`src/verilog/sptc_map.vh`:
```
// Purpose: Constants of the stepper pulse-train control block
// Assumes: 200 MHz mclk, AXI4-Lite register access
// Notes:   Offsets are byte addresses
`ifndef SPTC_MAP_VH
`define SPTC_MAP_VH
// ============================================================
// Register offsets
`define SPTC_OFS_CTRL    8'h00
`define SPTC_OFS_TOTAL   8'h04
`define SPTC_OFS_FREQ    8'h08
`define SPTC_OFS_RATE    8'h0c
`define SPTC_OFS_JOG     8'h10
`define SPTC_OFS_STATUS  8'h14
`define SPTC_OFS_PULSES  8'h18
// ============================================================
// Control field positions
`define SPTC_CTRL_EN     0
`define SPTC_CTRL_START  1
`define SPTC_CTRL_BRAKE  2
`define SPTC_CTRL_JOG    3
// ============================================================
// Reset values
`define SPTC_RST_CTRL    4'h0
`define SPTC_RST_WORD    32'h0000_0000
// ============================================================
// Timing
`define SPTC_CLK_KHZ     200000
`define SPTC_JOG_HOLD_MS 500
`define SPTC_HALF_PERIOD 40'h17_4876_e800
`define SPTC_MHZ_PER_HZ  1000
`define SPTC_DIV_STEPS   6'h20
// ============================================================
// Bus responses
`define SPTC_RESP_OKAY   2'b00
`define SPTC_RESP_SLVERR 2'b10
`endif

```
`src/verilog/sptc_top.v`:
```
// Purpose: Stepper pulse-train control with accel, run and brake phases
// Assumes: Single 200 MHz clock, synchronous active-high reset
// Notes:   Frequencies in Hz, ramp rates in mHz per step
// Operation
// - Start and jog act only while enabled
// - Enable falling edge fully resets state
// - Disable stops pulses abruptly, no ramp
// - Start rising edge launches normal job
// - Job-active high while job runs
// - Start launches only with brake low
// - Accel, run, brake phases in order
// - Start edges ignored during running job
// - Brake edge in accel or run aborts into braking ramp
// - Brake acts only while jog low
// - Job-active stays until braking completes
// - Start ignored during braking phase
// - Short jog moves jog step count
// - Long jog ramps to jog frequency
// - Brake ignored while jog active
// - Total count spans all three phases
// - Pulses square, half-period on time
// - Ramp counts from frequency span and rate
`timescale 1ns/1ps
`default_nettype none
`include "sptc_map.vh"
module sptc_top #(
    parameter [31:0] JOG_HOLD_CYCLES = `SPTC_JOG_HOLD_MS * `SPTC_CLK_KHZ
) (
    // Clock and reset
    input  wire        mclk,
    input  wire        rst,
    // AXI4-Lite write
    input  wire [7:0]  s_axi_awaddr,
    input  wire        s_axi_awvalid,
    output reg         s_axi_awready,
    input  wire [31:0] s_axi_wdata,
    input  wire [3:0]  s_axi_wstrb,
    input  wire        s_axi_wvalid,
    output reg         s_axi_wready,
    output reg  [1:0]  s_axi_bresp,
    output reg         s_axi_bvalid,
    input  wire        s_axi_bready,
    // AXI4-Lite read
    input  wire [7:0]  s_axi_araddr,
    input  wire        s_axi_arvalid,
    output reg         s_axi_arready,
    output reg  [31:0] s_axi_rdata,
    output reg  [1:0]  s_axi_rresp,
    output reg         s_axi_rvalid,
    input  wire        s_axi_rready,
    // Motor stage
    output reg         pulse_out,
    output reg         job_active_output
);

// ============================================================
// States
localparam [5:0] ST_IDLE  = 6'b000001;
localparam [5:0] ST_CALC  = 6'b000010;
localparam [5:0] ST_ACCEL = 6'b000100;
localparam [5:0] ST_RUN   = 6'b001000;
localparam [5:0] ST_BRAKE = 6'b010000;
localparam [5:0] ST_JOG   = 6'b100000;

// ============================================================
// Registers
reg  [3:0]  ctrl_q;
reg  [31:0] total_pulse_count;
reg  [31:0] freq_cfg_q;
reg  [31:0] rate_cfg_q;
reg  [31:0] jog_cfg_q;
reg  [3:0]  ctrl_prev_q;
reg  [5:0]  state_q;
reg         abort_q;
reg         manual_q;
reg  [31:0] cur_mhz_q;
reg  [39:0] acc_q;
reg  [31:0] cnt_q;
reg  [31:0] brake_n_q;
reg  [31:0] rem_q;
reg  [31:0] quo_q;
reg  [5:0]  div_cnt_q;
reg  [31:0] jog_tmr_q;
reg  [7:0]  aw_addr_q;
reg  [31:0] w_data_q;
reg  [3:0]  w_strb_q;
reg         aw_got_q;
reg         w_got_q;

wire [15:0] start_frequency     = freq_cfg_q[15:0];
wire [15:0] operating_frequency = freq_cfg_q[31:16];
wire [15:0] accel_rate_per_step = rate_cfg_q[15:0];
wire [15:0] brake_rate_per_step = rate_cfg_q[31:16];
wire [15:0] jog_step_count      = jog_cfg_q[15:0];
wire [15:0] jog_frequency       = jog_cfg_q[31:16];

wire enable      = ctrl_q[`SPTC_CTRL_EN];
wire jog_input   = ctrl_q[`SPTC_CTRL_JOG];
wire en_fall     = ctrl_prev_q[`SPTC_CTRL_EN] & ~enable;
wire start_rise  = ctrl_q[`SPTC_CTRL_START] & ~ctrl_prev_q[`SPTC_CTRL_START];
wire brake_rise  = ctrl_q[`SPTC_CTRL_BRAKE] & ~ctrl_prev_q[`SPTC_CTRL_BRAKE];
wire jog_rise    = jog_input & ~ctrl_prev_q[`SPTC_CTRL_JOG];
wire brake_input = ctrl_q[`SPTC_CTRL_BRAKE];

// ============================================================
// Frequencies in mHz
wire [31:0] fs_mhz  = start_frequency * `SPTC_MHZ_PER_HZ;
wire [31:0] fo_mhz  = operating_frequency * `SPTC_MHZ_PER_HZ;
wire [31:0] pf_mhz  = jog_frequency * `SPTC_MHZ_PER_HZ;
wire [31:0] up_mhz  = cur_mhz_q + {16'h0000, accel_rate_per_step};
wire [31:0] dn_mhz  = cur_mhz_q - {16'h0000, brake_rate_per_step};
wire        dn_low  = (cur_mhz_q < fs_mhz + {16'h0000, brake_rate_per_step});
wire [31:0] cnt_d   = cnt_q + 32'h0000_0001;
wire [31:0] left_d  = total_pulse_count - cnt_d;

// ============================================================
// Pulse engine: accumulator toggles every half period
wire        jog_pulsing = manual_q | (cnt_q < {16'h0000, jog_step_count});
wire        pulsing = (state_q == ST_ACCEL) | (state_q == ST_RUN) | (state_q == ST_BRAKE)
                    | ((state_q == ST_JOG) & jog_pulsing);
wire [39:0] acc_sum = acc_q + {8'h00, cur_mhz_q};
wire        toggle  = pulsing & (acc_sum >= `SPTC_HALF_PERIOD);
wire        step_done = toggle & pulse_out;

// Restoring divider step
wire [32:0] div_trial = {rem_q, quo_q[31]} - {17'h0_0000, brake_rate_per_step};

// ============================================================
// Control
always @(posedge mclk) begin
    if (rst || en_fall || !enable) begin
        state_q           <= ST_IDLE;
        abort_q           <= 1'b0;
        manual_q          <= 1'b0;
        cur_mhz_q         <= `SPTC_RST_WORD;
        acc_q             <= 40'h00_0000_0000;
        cnt_q             <= `SPTC_RST_WORD;
        brake_n_q         <= `SPTC_RST_WORD;
        rem_q             <= `SPTC_RST_WORD;
        quo_q             <= `SPTC_RST_WORD;
        div_cnt_q         <= 6'h00;
        jog_tmr_q         <= `SPTC_RST_WORD;
        pulse_out         <= 1'b0;
        job_active_output <= 1'b0;
    end else begin
        // equal halves from one accumulator threshold
        if (!pulsing) begin
            acc_q     <= 40'h00_0000_0000;
            pulse_out <= 1'b0;
        end else if (toggle) begin
            acc_q     <= acc_sum - `SPTC_HALF_PERIOD;
            pulse_out <= ~pulse_out;
        end else begin
            acc_q <= acc_sum;
        end
        if (step_done)
            cnt_q <= cnt_d;
        case (state_q)
            ST_IDLE: begin
                if (jog_rise) begin
                    state_q           <= ST_JOG;
                    manual_q          <= 1'b0;
                    jog_tmr_q         <= `SPTC_RST_WORD;
                    cnt_q             <= `SPTC_RST_WORD;
                    cur_mhz_q         <= (fs_mhz < pf_mhz) ? fs_mhz : pf_mhz;
                    job_active_output <= 1'b1;
                end else if (start_rise && !brake_input && total_pulse_count != 32'h0000_0000) begin
                    state_q           <= ST_CALC;
                    abort_q           <= 1'b0;
                    cnt_q             <= `SPTC_RST_WORD;
                    cur_mhz_q         <= fs_mhz;
                    rem_q             <= `SPTC_RST_WORD;
                    quo_q             <= (fo_mhz > fs_mhz) ? fo_mhz - fs_mhz : `SPTC_RST_WORD;
                    div_cnt_q         <= `SPTC_DIV_STEPS;
                    job_active_output <= 1'b1;
                end
            end
            ST_CALC: begin
                // Serial divide keeps the area small; costs 33 cycles in ST_CALC before the first pulse
                if (div_cnt_q != 6'h00) begin
                    div_cnt_q <= div_cnt_q - 6'h01;
                    if (!div_trial[32]) begin
                        rem_q <= div_trial[31:0];
                        quo_q <= {quo_q[30:0], 1'b1};
                    end else begin
                        rem_q <= {rem_q[30:0], quo_q[31]};
                        quo_q <= {quo_q[30:0], 1'b0};
                    end
                end else begin
                    brake_n_q <= (brake_rate_per_step == 16'h0000) ? `SPTC_RST_WORD : quo_q;
                    state_q   <= (fo_mhz > fs_mhz) ? ST_ACCEL : ST_RUN;
                    if (fo_mhz <= fs_mhz)
                        cur_mhz_q <= fo_mhz;
                end
            end
            ST_ACCEL, ST_RUN: begin
                if (brake_rise && !jog_input) begin
                    state_q <= ST_BRAKE;
                    abort_q <= 1'b1;
                end else if (step_done) begin
                    if (state_q == ST_ACCEL)
                        cur_mhz_q <= (up_mhz >= fo_mhz) ? fo_mhz : up_mhz;
                    if (left_d == 32'h0000_0000) begin
                        state_q           <= ST_IDLE;
                        job_active_output <= 1'b0;
                    end else if (left_d <= brake_n_q) begin
                        state_q   <= ST_BRAKE;
                        cur_mhz_q <= dn_low ? fs_mhz : dn_mhz;
                    end else if (state_q == ST_ACCEL && up_mhz >= fo_mhz)
                        state_q <= ST_RUN;
                end
            end
            ST_BRAKE: begin
                // Start edges are not looked at here
                if (step_done) begin
                    cur_mhz_q <= dn_low ? fs_mhz : dn_mhz;
                    if (left_d == 32'h0000_0000 || (abort_q && dn_low)) begin
                        state_q           <= ST_IDLE;
                        abort_q           <= 1'b0;
                        job_active_output <= 1'b0;
                    end
                end
            end
            ST_JOG: begin
                if (jog_input && !manual_q) begin
                    if (jog_tmr_q >= JOG_HOLD_CYCLES)
                        manual_q <= 1'b1;
                    else
                        jog_tmr_q <= jog_tmr_q + 32'h0000_0001;
                end
                if (step_done)
                    cur_mhz_q <= (up_mhz >= pf_mhz) ? pf_mhz : up_mhz;
                if (!jog_input && (manual_q || !jog_pulsing)) begin
                    state_q           <= ST_IDLE;
                    manual_q          <= 1'b0;
                    pulse_out         <= 1'b0;
                    job_active_output <= 1'b0;
                end
            end
            default: state_q <= ST_IDLE;
        endcase
    end
end

// ============================================================
// Edge history runs regardless, so a falling enable is seen once
always @(posedge mclk) begin
    if (rst)
        ctrl_prev_q <= `SPTC_RST_CTRL;
    else
        ctrl_prev_q <= ctrl_q;
end

// ============================================================
// AXI4-Lite write channel
function [31:0] merge;
    input [31:0] old;
    input [31:0] wd;
    input [3:0]  st;
    integer i;
    begin
        merge = old;
        for (i = 0; i < 4; i = i + 1)
            if (st[i])
                merge[8*i +: 8] = wd[8*i +: 8];
    end
endfunction

wire aw_hs  = s_axi_awvalid & s_axi_awready;
wire w_hs   = s_axi_wvalid & s_axi_wready;
wire aw_now = aw_got_q | aw_hs;
wire w_now  = w_got_q | w_hs;
wire [7:0]  wr_addr = aw_got_q ? aw_addr_q : s_axi_awaddr;
wire [31:0] wr_data = w_got_q ? w_data_q : s_axi_wdata;
wire [3:0]  wr_strb = w_got_q ? w_strb_q : s_axi_wstrb;
wire        wr_go   = aw_now & w_now & ~s_axi_bvalid;
wire        wr_map  = (wr_addr <= `SPTC_OFS_JOG) && (wr_addr[1:0] == 2'b00);
wire [31:0] ctrl_merged = merge({28'h000_0000, ctrl_q}, wr_data, wr_strb);

always @(posedge mclk) begin
    if (rst) begin
        s_axi_awready     <= 1'b1;
        s_axi_wready      <= 1'b1;
        s_axi_bvalid      <= 1'b0;
        s_axi_bresp       <= `SPTC_RESP_OKAY;
        aw_got_q          <= 1'b0;
        w_got_q           <= 1'b0;
        aw_addr_q         <= 8'h00;
        w_data_q          <= `SPTC_RST_WORD;
        w_strb_q          <= 4'h0;
        ctrl_q            <= `SPTC_RST_CTRL;
        total_pulse_count <= `SPTC_RST_WORD;
        freq_cfg_q        <= `SPTC_RST_WORD;
        rate_cfg_q        <= `SPTC_RST_WORD;
        jog_cfg_q         <= `SPTC_RST_WORD;
    end else begin
        if (aw_hs) begin
            aw_got_q      <= 1'b1;
            aw_addr_q     <= s_axi_awaddr;
            s_axi_awready <= 1'b0;
        end
        if (w_hs) begin
            w_got_q      <= 1'b1;
            w_data_q     <= s_axi_wdata;
            w_strb_q     <= s_axi_wstrb;
            s_axi_wready <= 1'b0;
        end
        if (wr_go) begin
            aw_got_q     <= 1'b0;
            w_got_q      <= 1'b0;
            s_axi_bvalid <= 1'b1;
            s_axi_bresp  <= wr_map ? `SPTC_RESP_OKAY : `SPTC_RESP_SLVERR;
            case (wr_addr)
                `SPTC_OFS_CTRL:  ctrl_q            <= ctrl_merged[3:0];
                `SPTC_OFS_TOTAL: total_pulse_count <= merge(total_pulse_count, wr_data, wr_strb);
                `SPTC_OFS_FREQ:  freq_cfg_q        <= merge(freq_cfg_q, wr_data, wr_strb);
                `SPTC_OFS_RATE:  rate_cfg_q        <= merge(rate_cfg_q, wr_data, wr_strb);
                `SPTC_OFS_JOG:   jog_cfg_q         <= merge(jog_cfg_q, wr_data, wr_strb);
                default:         ctrl_q            <= ctrl_q;
            endcase
        end
        if (s_axi_bvalid && s_axi_bready) begin
            s_axi_bvalid  <= 1'b0;
            s_axi_awready <= 1'b1;
            s_axi_wready  <= 1'b1;
        end
    end
end

// ============================================================
// AXI4-Lite read channel
reg [31:0] rd_word;
reg        rd_ok;
always @* begin
    rd_ok   = 1'b1;
    rd_word = `SPTC_RST_WORD;
    case (s_axi_araddr)
        `SPTC_OFS_CTRL:   rd_word = {28'h000_0000, ctrl_q};
        `SPTC_OFS_TOTAL:  rd_word = total_pulse_count;
        `SPTC_OFS_FREQ:   rd_word = freq_cfg_q;
        `SPTC_OFS_RATE:   rd_word = rate_cfg_q;
        `SPTC_OFS_JOG:    rd_word = jog_cfg_q;
        `SPTC_OFS_STATUS: rd_word = {22'h00_0000, state_q, abort_q, manual_q,
                                     pulse_out, job_active_output};
        `SPTC_OFS_PULSES: rd_word = cnt_q;
        default:          rd_ok   = 1'b0;
    endcase
end

always @(posedge mclk) begin
    if (rst) begin
        s_axi_arready <= 1'b1;
        s_axi_rvalid  <= 1'b0;
        s_axi_rdata   <= `SPTC_RST_WORD;
        s_axi_rresp   <= `SPTC_RESP_OKAY;
    end else if (s_axi_arvalid && s_axi_arready) begin
        s_axi_arready <= 1'b0;
        s_axi_rvalid  <= 1'b1;
        s_axi_rdata   <= rd_word;
        s_axi_rresp   <= rd_ok ? `SPTC_RESP_OKAY : `SPTC_RESP_SLVERR;
    end else if (s_axi_rvalid && s_axi_rready) begin
        s_axi_rvalid  <= 1'b0;
        s_axi_arready <= 1'b1;
    end
end

endmodule // sptc_top
`default_nettype wire

```
`config.mk`:
```
export PLATFORM = sky130hd
export DESIGN_NAME = sptc_top
export DESIGN_NICKNAME = d
export VERILOG_FILES = /design/src/verilog/sptc_top.v
export VERILOG_INCLUDE_DIRS = /design/src /design/src/verilog
export SDC_FILE = /design/constraint.sdc
export NUM_CORES = 2
export LEC_CHECK = 0
export BUFFER_PORTS_ARGS = -buffer_cell sky130_fd_sc_hd__buf_2
export CORE_MARGIN = 1
export CORE_UTILIZATION = 40
export CTS_CLUSTER_SIZE = 8
export DETAILED_ROUTE_END_ITERATION = 10
export GPL_TIMING_DRIVEN = 0
export PLACE_DENSITY = 0.65
export SYNTH_ARGS = -nofsm -noshare
export SYNTH_HDL_FRONTEND = slang
export SYNTH_SLANG_ARGS = --single-unit
```
`constraint.sdc`:
```
create_clock -name mclk -period 13.4 [get_ports mclk]
set_clock_uncertainty 0.1 [all_clocks]
set_input_delay 1.34 -clock mclk [delete_from_list [all_inputs] [get_ports mclk]]
set_output_delay 1.34 -clock mclk [all_outputs]
set_load 0.03 [all_outputs]
```
# Yosys cells after proc, flatten, opt, wreduce, memory -nomap -nowiden

Index checks and enable logic that the tools add are counted.
Widths: inputs -> output; s select.

Logic and storage cells: 281
Bits in registers: 471
Output and inout bits: 43

Reductions and logical operators: 63
Bitwise operators: 25
Order comparisons: 11
Multiply operators: 3
Equal/unequal tests: 37
Add/subtract/negate cells: 11
Multiplexer cells: 87

Operator list:

| operator               | number |
|---|---|
| $mux 32                | 31 |
| $pmux 32 s7            | 1 |
| $pmux 32 s2            | 3 |
| $pmux 32 s5            | 1 |
| $mux 6                 | 14 |
| $mul 16x7->23 const B  | 3 |
| $add 32x1->32 const B  | 2 |
| $ge 32x26->1           | 2 |
| $reduce_and 3->1       | 17 |
| $add 40x32->40         | 1 |
| $ge 40x37->1 const B   | 1 |
| $mux 40                | 1 |
| $sub 40x37->40 const B | 1 |
| $sub 33x16->33         | 1 |
| $add 32x16->32         | 1 |
| $eq 8x4->1 const B     | 4 |
| $eq 8x5->1 const B     | 4 |
| $ge 32x27->1 const B   | 1 |
| $le 32x32->1           | 1 |
| $logic_not 32->1       | 1 |
| $lt 32x16->1           | 1 |
| $lt 32x27->1           | 1 |
| $reduce_bool 32->1     | 1 |
| $sub 32x16->32         | 1 |
| 51 further kinds       | 142 |

# Depth between registers and ports, before layout

Word-level depth: 10
Mapped depth: 36
Depth with buffers taken out: 35

# Least setup slack after synthesis

OpenSTA, ideal clock, no wires.

Path kind: register to register
From: reg freq_cfg_q[0]
To: reg state_q[2]
Path slack: 5511 ps
Arrival: 7719 ps
Stages on the path, launching flop included: 35
Data required time: 13230 ps
Buffers on the path: 1
Cells stage by stage: dfxtp_1 fa_1 fa_1 inv_1 fa_1 fa_1 inv_1 ha_1 o21a_1 nor2_1 o21ai_0 a31oi_1 inv_1 a21oi_1 xnor2_1 ha_1 nor3_1 a2111oi_0 nand3_1 xnor2_1 ha_1 a21oi_1 nor2b_1 o21ai_0 nand2_1 a21o_1 a211oi_1 a21o_1 nand3_1 o21ai_0 a21oi_2 or3_1 clkbuf_2 or3_1 a21oi_1

Longest elaborated chain between the ends: 7

RTL lines:

| element                            | line           | source |
|---|---|---|
| from (decl)                        | sptc_top.v:69  | `reg [31:0] freq_cfg_q;` |
| from (signal assigned)             | sptc_top.v:293 | `` freq_cfg_q <= `SPTC_RST_WORD; `` |
| from (signal assigned)             | sptc_top.v:316 | `` `SPTC_OFS_FREQ: freq_cfg_q <= merge(freq_cfg_q, wr_data, wr_strb); `` |
| $mul 16x7->23 (no source line) (*) | --             |  |
| $add 26x16->27                     | sptc_top.v:112 | `wire dn_low = (cur_mhz_q < fs_mhz + {16'h0000, brake_rate_per_step});` |
| $lt 32x27->1                       | sptc_top.v:112 |  |
| $logic_and 1x1->1                  | sptc_top.v:217 | `if (left_d == 32'h0000_0000 \|\| (abort_q && dn_low)) begin` |
| $logic_or 1x1->1                   | sptc_top.v:217 |  |
| $ne 2x1->1 (no source line)        | --             |  |
| $reduce_and 7->1 (no source line)  | --             |  |
| to (signal assigned)               | sptc_top.v:191 | `state_q <= (fo_mhz > fs_mhz) ? ST_ACCEL : ST_RUN;` |
| to (decl)                          | sptc_top.v:73  | `reg [5:0] state_q;` |

Every way passes the cells marked *; elsewhere a longest branch is shown, timed or not. The select of a mux whose other input is x is not followed.
A chain may end at the register's enable or synchronous reset.

# Final worst setup path

From: reg freq_cfg_q[1]
To: reg cur_mhz_q[7]

Longest elaborated chain between the ends: 9

RTL lines:

| element                            | line                           | source |
|---|---|---|
| $mul 16x7->23 (no source line) (*) | --                             |  |
| $add 26x16->27                     | sptc_top.v:112                 |  |
| $lt 32x27->1                       | sptc_top.v:112                 |  |
| $mux 32                            | sptc_top.v:208, sptc_top.v:216 |  |
| $mux 32                            | sptc_top.v:206                 | `end else if (left_d <= brake_n_q) begin` |
| $mux 32                            | sptc_top.v:203                 | `if (left_d == 32'h0000_0000) begin` |
| $mux 32                            | sptc_top.v:200                 | `end else if (step_done) begin` |
| $mux 32                            | sptc_top.v:197                 | `if (brake_rise && !jog_input) begin` |
| $pmux 32 s5                        | sptc_top.v:158                 | `case (state_q)` |
| to (signal assigned)               | sptc_top.v:165                 | `cur_mhz_q <= (fs_mhz < pf_mhz) ? fs_mhz : pf_mhz;` |
| to (signal assigned)               | sptc_top.v:202                 | `cur_mhz_q <= (up_mhz >= fo_mhz) ? fo_mhz : up_mhz;` |
| to (signal assigned)               | sptc_top.v:208                 | `cur_mhz_q <= dn_low ? fs_mhz : dn_mhz;` |
| to (decl)                          | sptc_top.v:76                  | `reg [31:0] cur_mhz_q;` |

Marked as above.

==> impl_metrics.py <==
metrics = {
    "critical_path": {
        "ff2ff_setup_slack_ns": 2.01,
        "r2r-end": "cur_mhz_q[7]$_SDFFE_PP0P_",
        "r2r_start": "freq_cfg_q[1]$_SDFFE_PP0P_",
        "crit_fanout": 10,
        "slowest_stage": "xor2_1",
        "path_class": "flip-flop to flip-flop",
        "slowest_delay_ns": 0.93,
        "ff2ff_path_depth": 33,
        "worstSetupStartpointType": "flip-flop",
        "crit_arrival_ns": 11.80,
        "worst_setup_path_end_kind": "flip-flop",
        "critPathRequiredTime_ns": 13.81,
    },
    "hold_path": {
        "min_from": "w_data_q[26]$_SDFFE_PP0P_",
        "hold_depth": 2,
        "min_to": "w_data_q[26]$_SDFFE_PP0P_",
        "hold_class": "flip-flop to flip-flop",
    },
    "sta": {
        "hold_viol": 0,
        "period_share": 0.850,
        "setup_violations": 0,
        "worstMarginPinSlew_ns": 1.56,
        "post-route-min-period_ns": 11.39,
        "rsz0062_at_grt": "no",
        "fmax_mhz": 87.8,
        "setup_tns_ns": 0,
        "maxSlewViolCount": 12,
        "relSlewSlack": -0.0455,
    },
    "detailed_routing": {
        "drc": 0,
        "via_per_inst": 5.95,
        "wirelength_mm": 164,
        "via_count": 40300,
        "routedWlPerCell_um": 24.2,
        "antenna_left": 0,
        "drtIter0Drc": 3983,
        "dr.pass1.iters": 8,
    },
    "yosys": {
        "ys_seq_elements": 468,
        "ys_top_cells_by_area": "dfxtp_1 (22%), ha_1 (13%), fa_1 (8.1%)",
        "ys_seq_area_frac": 0.224,
        "async_flop_share": 0,
        "ys_types": 99,
        "synth-main-ff-cell": "dfxtp_1",
        "synth_area_mm2": 0.0418,
        "syn_avg_cell_area_um2": 8.06,
        "synth_edf_count": 0,
        "synthCells": 5193,
        "synth_most_common_cell": "nor2_1",
        "synth.top_cell.area_share": 0.224,
        "ys_top_cells_by_count": "nor2_1 (592), dfxtp_1 (468), ha_1 (448)",
        "yosysWarnings": 0,
        "synth_area_leader_cell": "dfxtp_1",
    },
    "floorplan": {
        "dieWidth_um": 325,
        "num_io_pins": 102,
        "design.core.area_mm2": 0.104,
        "dieHeight_um": 325,
        "die_area_mm2": 0.106,
        "initial_utilization": 0.404,
        "rows": 118,
    },
    "layout": {
        "fin_nets": 6048,
        "drive_above_1_share": 0.0592,
        "fin_util": 0.447,
        "syn_to_final_growth_pct": 10.8,
    },
    "clocking": {
        "cts_tree": "built",
        "clk_pin_slew_ns": 0.06,
        "cts_max_level": 3,
        "clock_latency_ns": 0.68,
        "ctsResizeCount": 0,
        "clock_path_buffers": 3,
        "cts_buffers": 72,
        "cts_sinks": 468,
        "post_cts_buffers": 0,
        "root_buffer": "clkbuf_16",
        "ctsHoldBuffers": 0,
    },
    "placed_design": {
        "dp_hpwl_mm": 131,
        "place_congestion": 1.04,
        "port-buffer-count": 98,
    },
    "pwr": {
        "leakage_uw": 0.0193,
        "p_total_uw": 3550,
        "vdd_drop_max_v": 0.0000865,
        "power_density_mw_per_mm2": 76.6,
    },
    "status": {
        "violations": "capacitance limit, slew limit",
        "run_status": "complete, but fails checks",
    },
    "global_route": {
        "grt_antenna_before_repair": 7,
        "grt_pass1_wl_mm": 244,
        "grt_use_total": 0.303,
        "first_global_vias": 37900,
        "grt_max_degree": 14,
        "gr-total-overflow": 0,
    },
    "run": {
        "cap_viol_max_count": 2,
    },
}
[power by group]
part	leakage [uW]	internal (uW)	total, uW	switching [uW]
Combinational	0.0145	98.6	348	249
Sequential	0.00378	1410	1410	7.93
Clock	0.00105	1050	1790	742
[routing by layer]
metal	part of all wire	track usage
met1	0.42	0.403
met2	0.43	0.471
met3	0.094	0.0661
met4	0.048	0.131
met5	0.00016	0
[worst max-delay path, delay by kind of cell, from the launching register on]
| kind | cells | cell delay, ns |
|---|---|---|
| buffers and inverters | 6 | 2.01 |
| XOR/XNOR | 2 | 1.01 |
| flip-flops | 1 | 0.63 |
| adder cells (fa/ha/maj) | 7 | 3.15 |
| AO/OA/AOI/OAI | 11 | 2.46 |
| AND/OR/NAND/NOR | 7 | 1.81 |
[state kept, by name, indices dropped and copies added, names as in the netlist, 3 cells and up]
register           count
freq_cfg_q            32
jog_cfg_q             32
ctrl_prev_q            3
ctrl_q                 4
div_cnt_q              6
jog_tmr_q             32
w_data_q              32
aw_addr_q              8
w_strb_q               4
brake_n_q             32
cnt_q                 32
cur_mhz_q             32
s_axi_rdata           32
acc_q                 40
total_pulse_count     32
state_q                6
rem_q                 32
rate_cfg_q            32
quo_q                 32
[how the worst max path moves through the flow]
stage	startpoint	end	slack (ns)	cells past startpoint
2_1_floorplan	freq_cfg_q[0]$_SDFFE_PP0P_	state_q[2]$_SDFFE_PP0P_	5.51	34
3_3_place_gp	freq_cfg_q[1]$_SDFFE_PP0P_	cur_mhz_q[15]$_SDFFE_PP0P_	1.11	31
3_5_place_dp	freq_cfg_q[1]$_SDFFE_PP0P_	cur_mhz_q[7]$_SDFFE_PP0P_	2.51	33
4_1_cts	freq_cfg_q[1]$_SDFFE_PP0P_	cur_mhz_q[22]$_SDFFE_PP0P_	2.42	33
5_1_grt	freq_cfg_q[1]$_SDFFE_PP0P_	cur_mhz_q[6]$_SDFFE_PP0P_	1.83	33
6_report	freq_cfg_q[1]$_SDFFE_PP0P_	cur_mhz_q[7]$_SDFFE_PP0P_	2.01	33
[stage by stage]
step           instance area [um2]  hold WS, ns  std cells  setup WS (ns)
3_3_place_gp                 44100        0.338       6672           1.11
6_report                     46400        0.353       6775           2.01
3_5_place_dp                 44200        0.348       6678           2.51
2_1_floorplan                41900        0.333       5194           5.51
4_1_cts                      46400        0.354       6772           2.42
5_1_grt                      46400        0.370       6772           1.83
[final cells by class]
type                       instances  area [um2]
fill                           10300       57300
multi-input combinational       4143       30300
sequential                       468        9370
clock buffer                      83        1900
tap                             1380        1730
inverter                         341        1280
buffer                           242         976
timing repair buffer             104         546
clock inverter                    11         267
antenna                            3        7.51
[cells in the final DEF (no fill, tap or decap), types with 27 or more instances in the layout]
cell / count
a211oi_1: 80
a21o_1: 97
a21oi_1: 423
a221oi_1: 29
a22oi_1: 82
a31oi_1: 38
and2_1: 33
and3_1: 44
buf_2: 117
clkbuf_1: 209
clkbuf_16: 72
dfxtp_1: 468
fa_1: 169
ha_1: 448
inv_1: 341
mux2_2: 42
mux2i_1: 165
nand2_1: 423
nand2b_1: 35
nand3_1: 114
nand4_1: 51
nor2_1: 592
nor2b_1: 53
nor3_1: 114
nor4_1: 51
o211ai_1: 31
o21a_1: 54
o21ai_0: 260
o31ai_1: 27
or3_1: 46
xnor2_1: 173
xor2_1: 131
[logic make-up (layout without fill, tap and decap cells)]
family | Yosys count | after routing | synth area share
DFF | 468 | 468 | 0.224
and+or+nand+nor | 1653 | 1653 | 0.184
adders and majority gates | 617 | 617 | 0.215
muxes | 207 | 207 | 0.0508
buffers and inverters | 583 | 781 | 0.0539
other | 1 | 5 | 0.0000896
AOI/OAI and AO/OA | 1356 | 1356 | 0.208
xor gates and xnor gates | 308 | 308 | 0.0645
No activity file was read; power rests on OpenSTA's default activity.
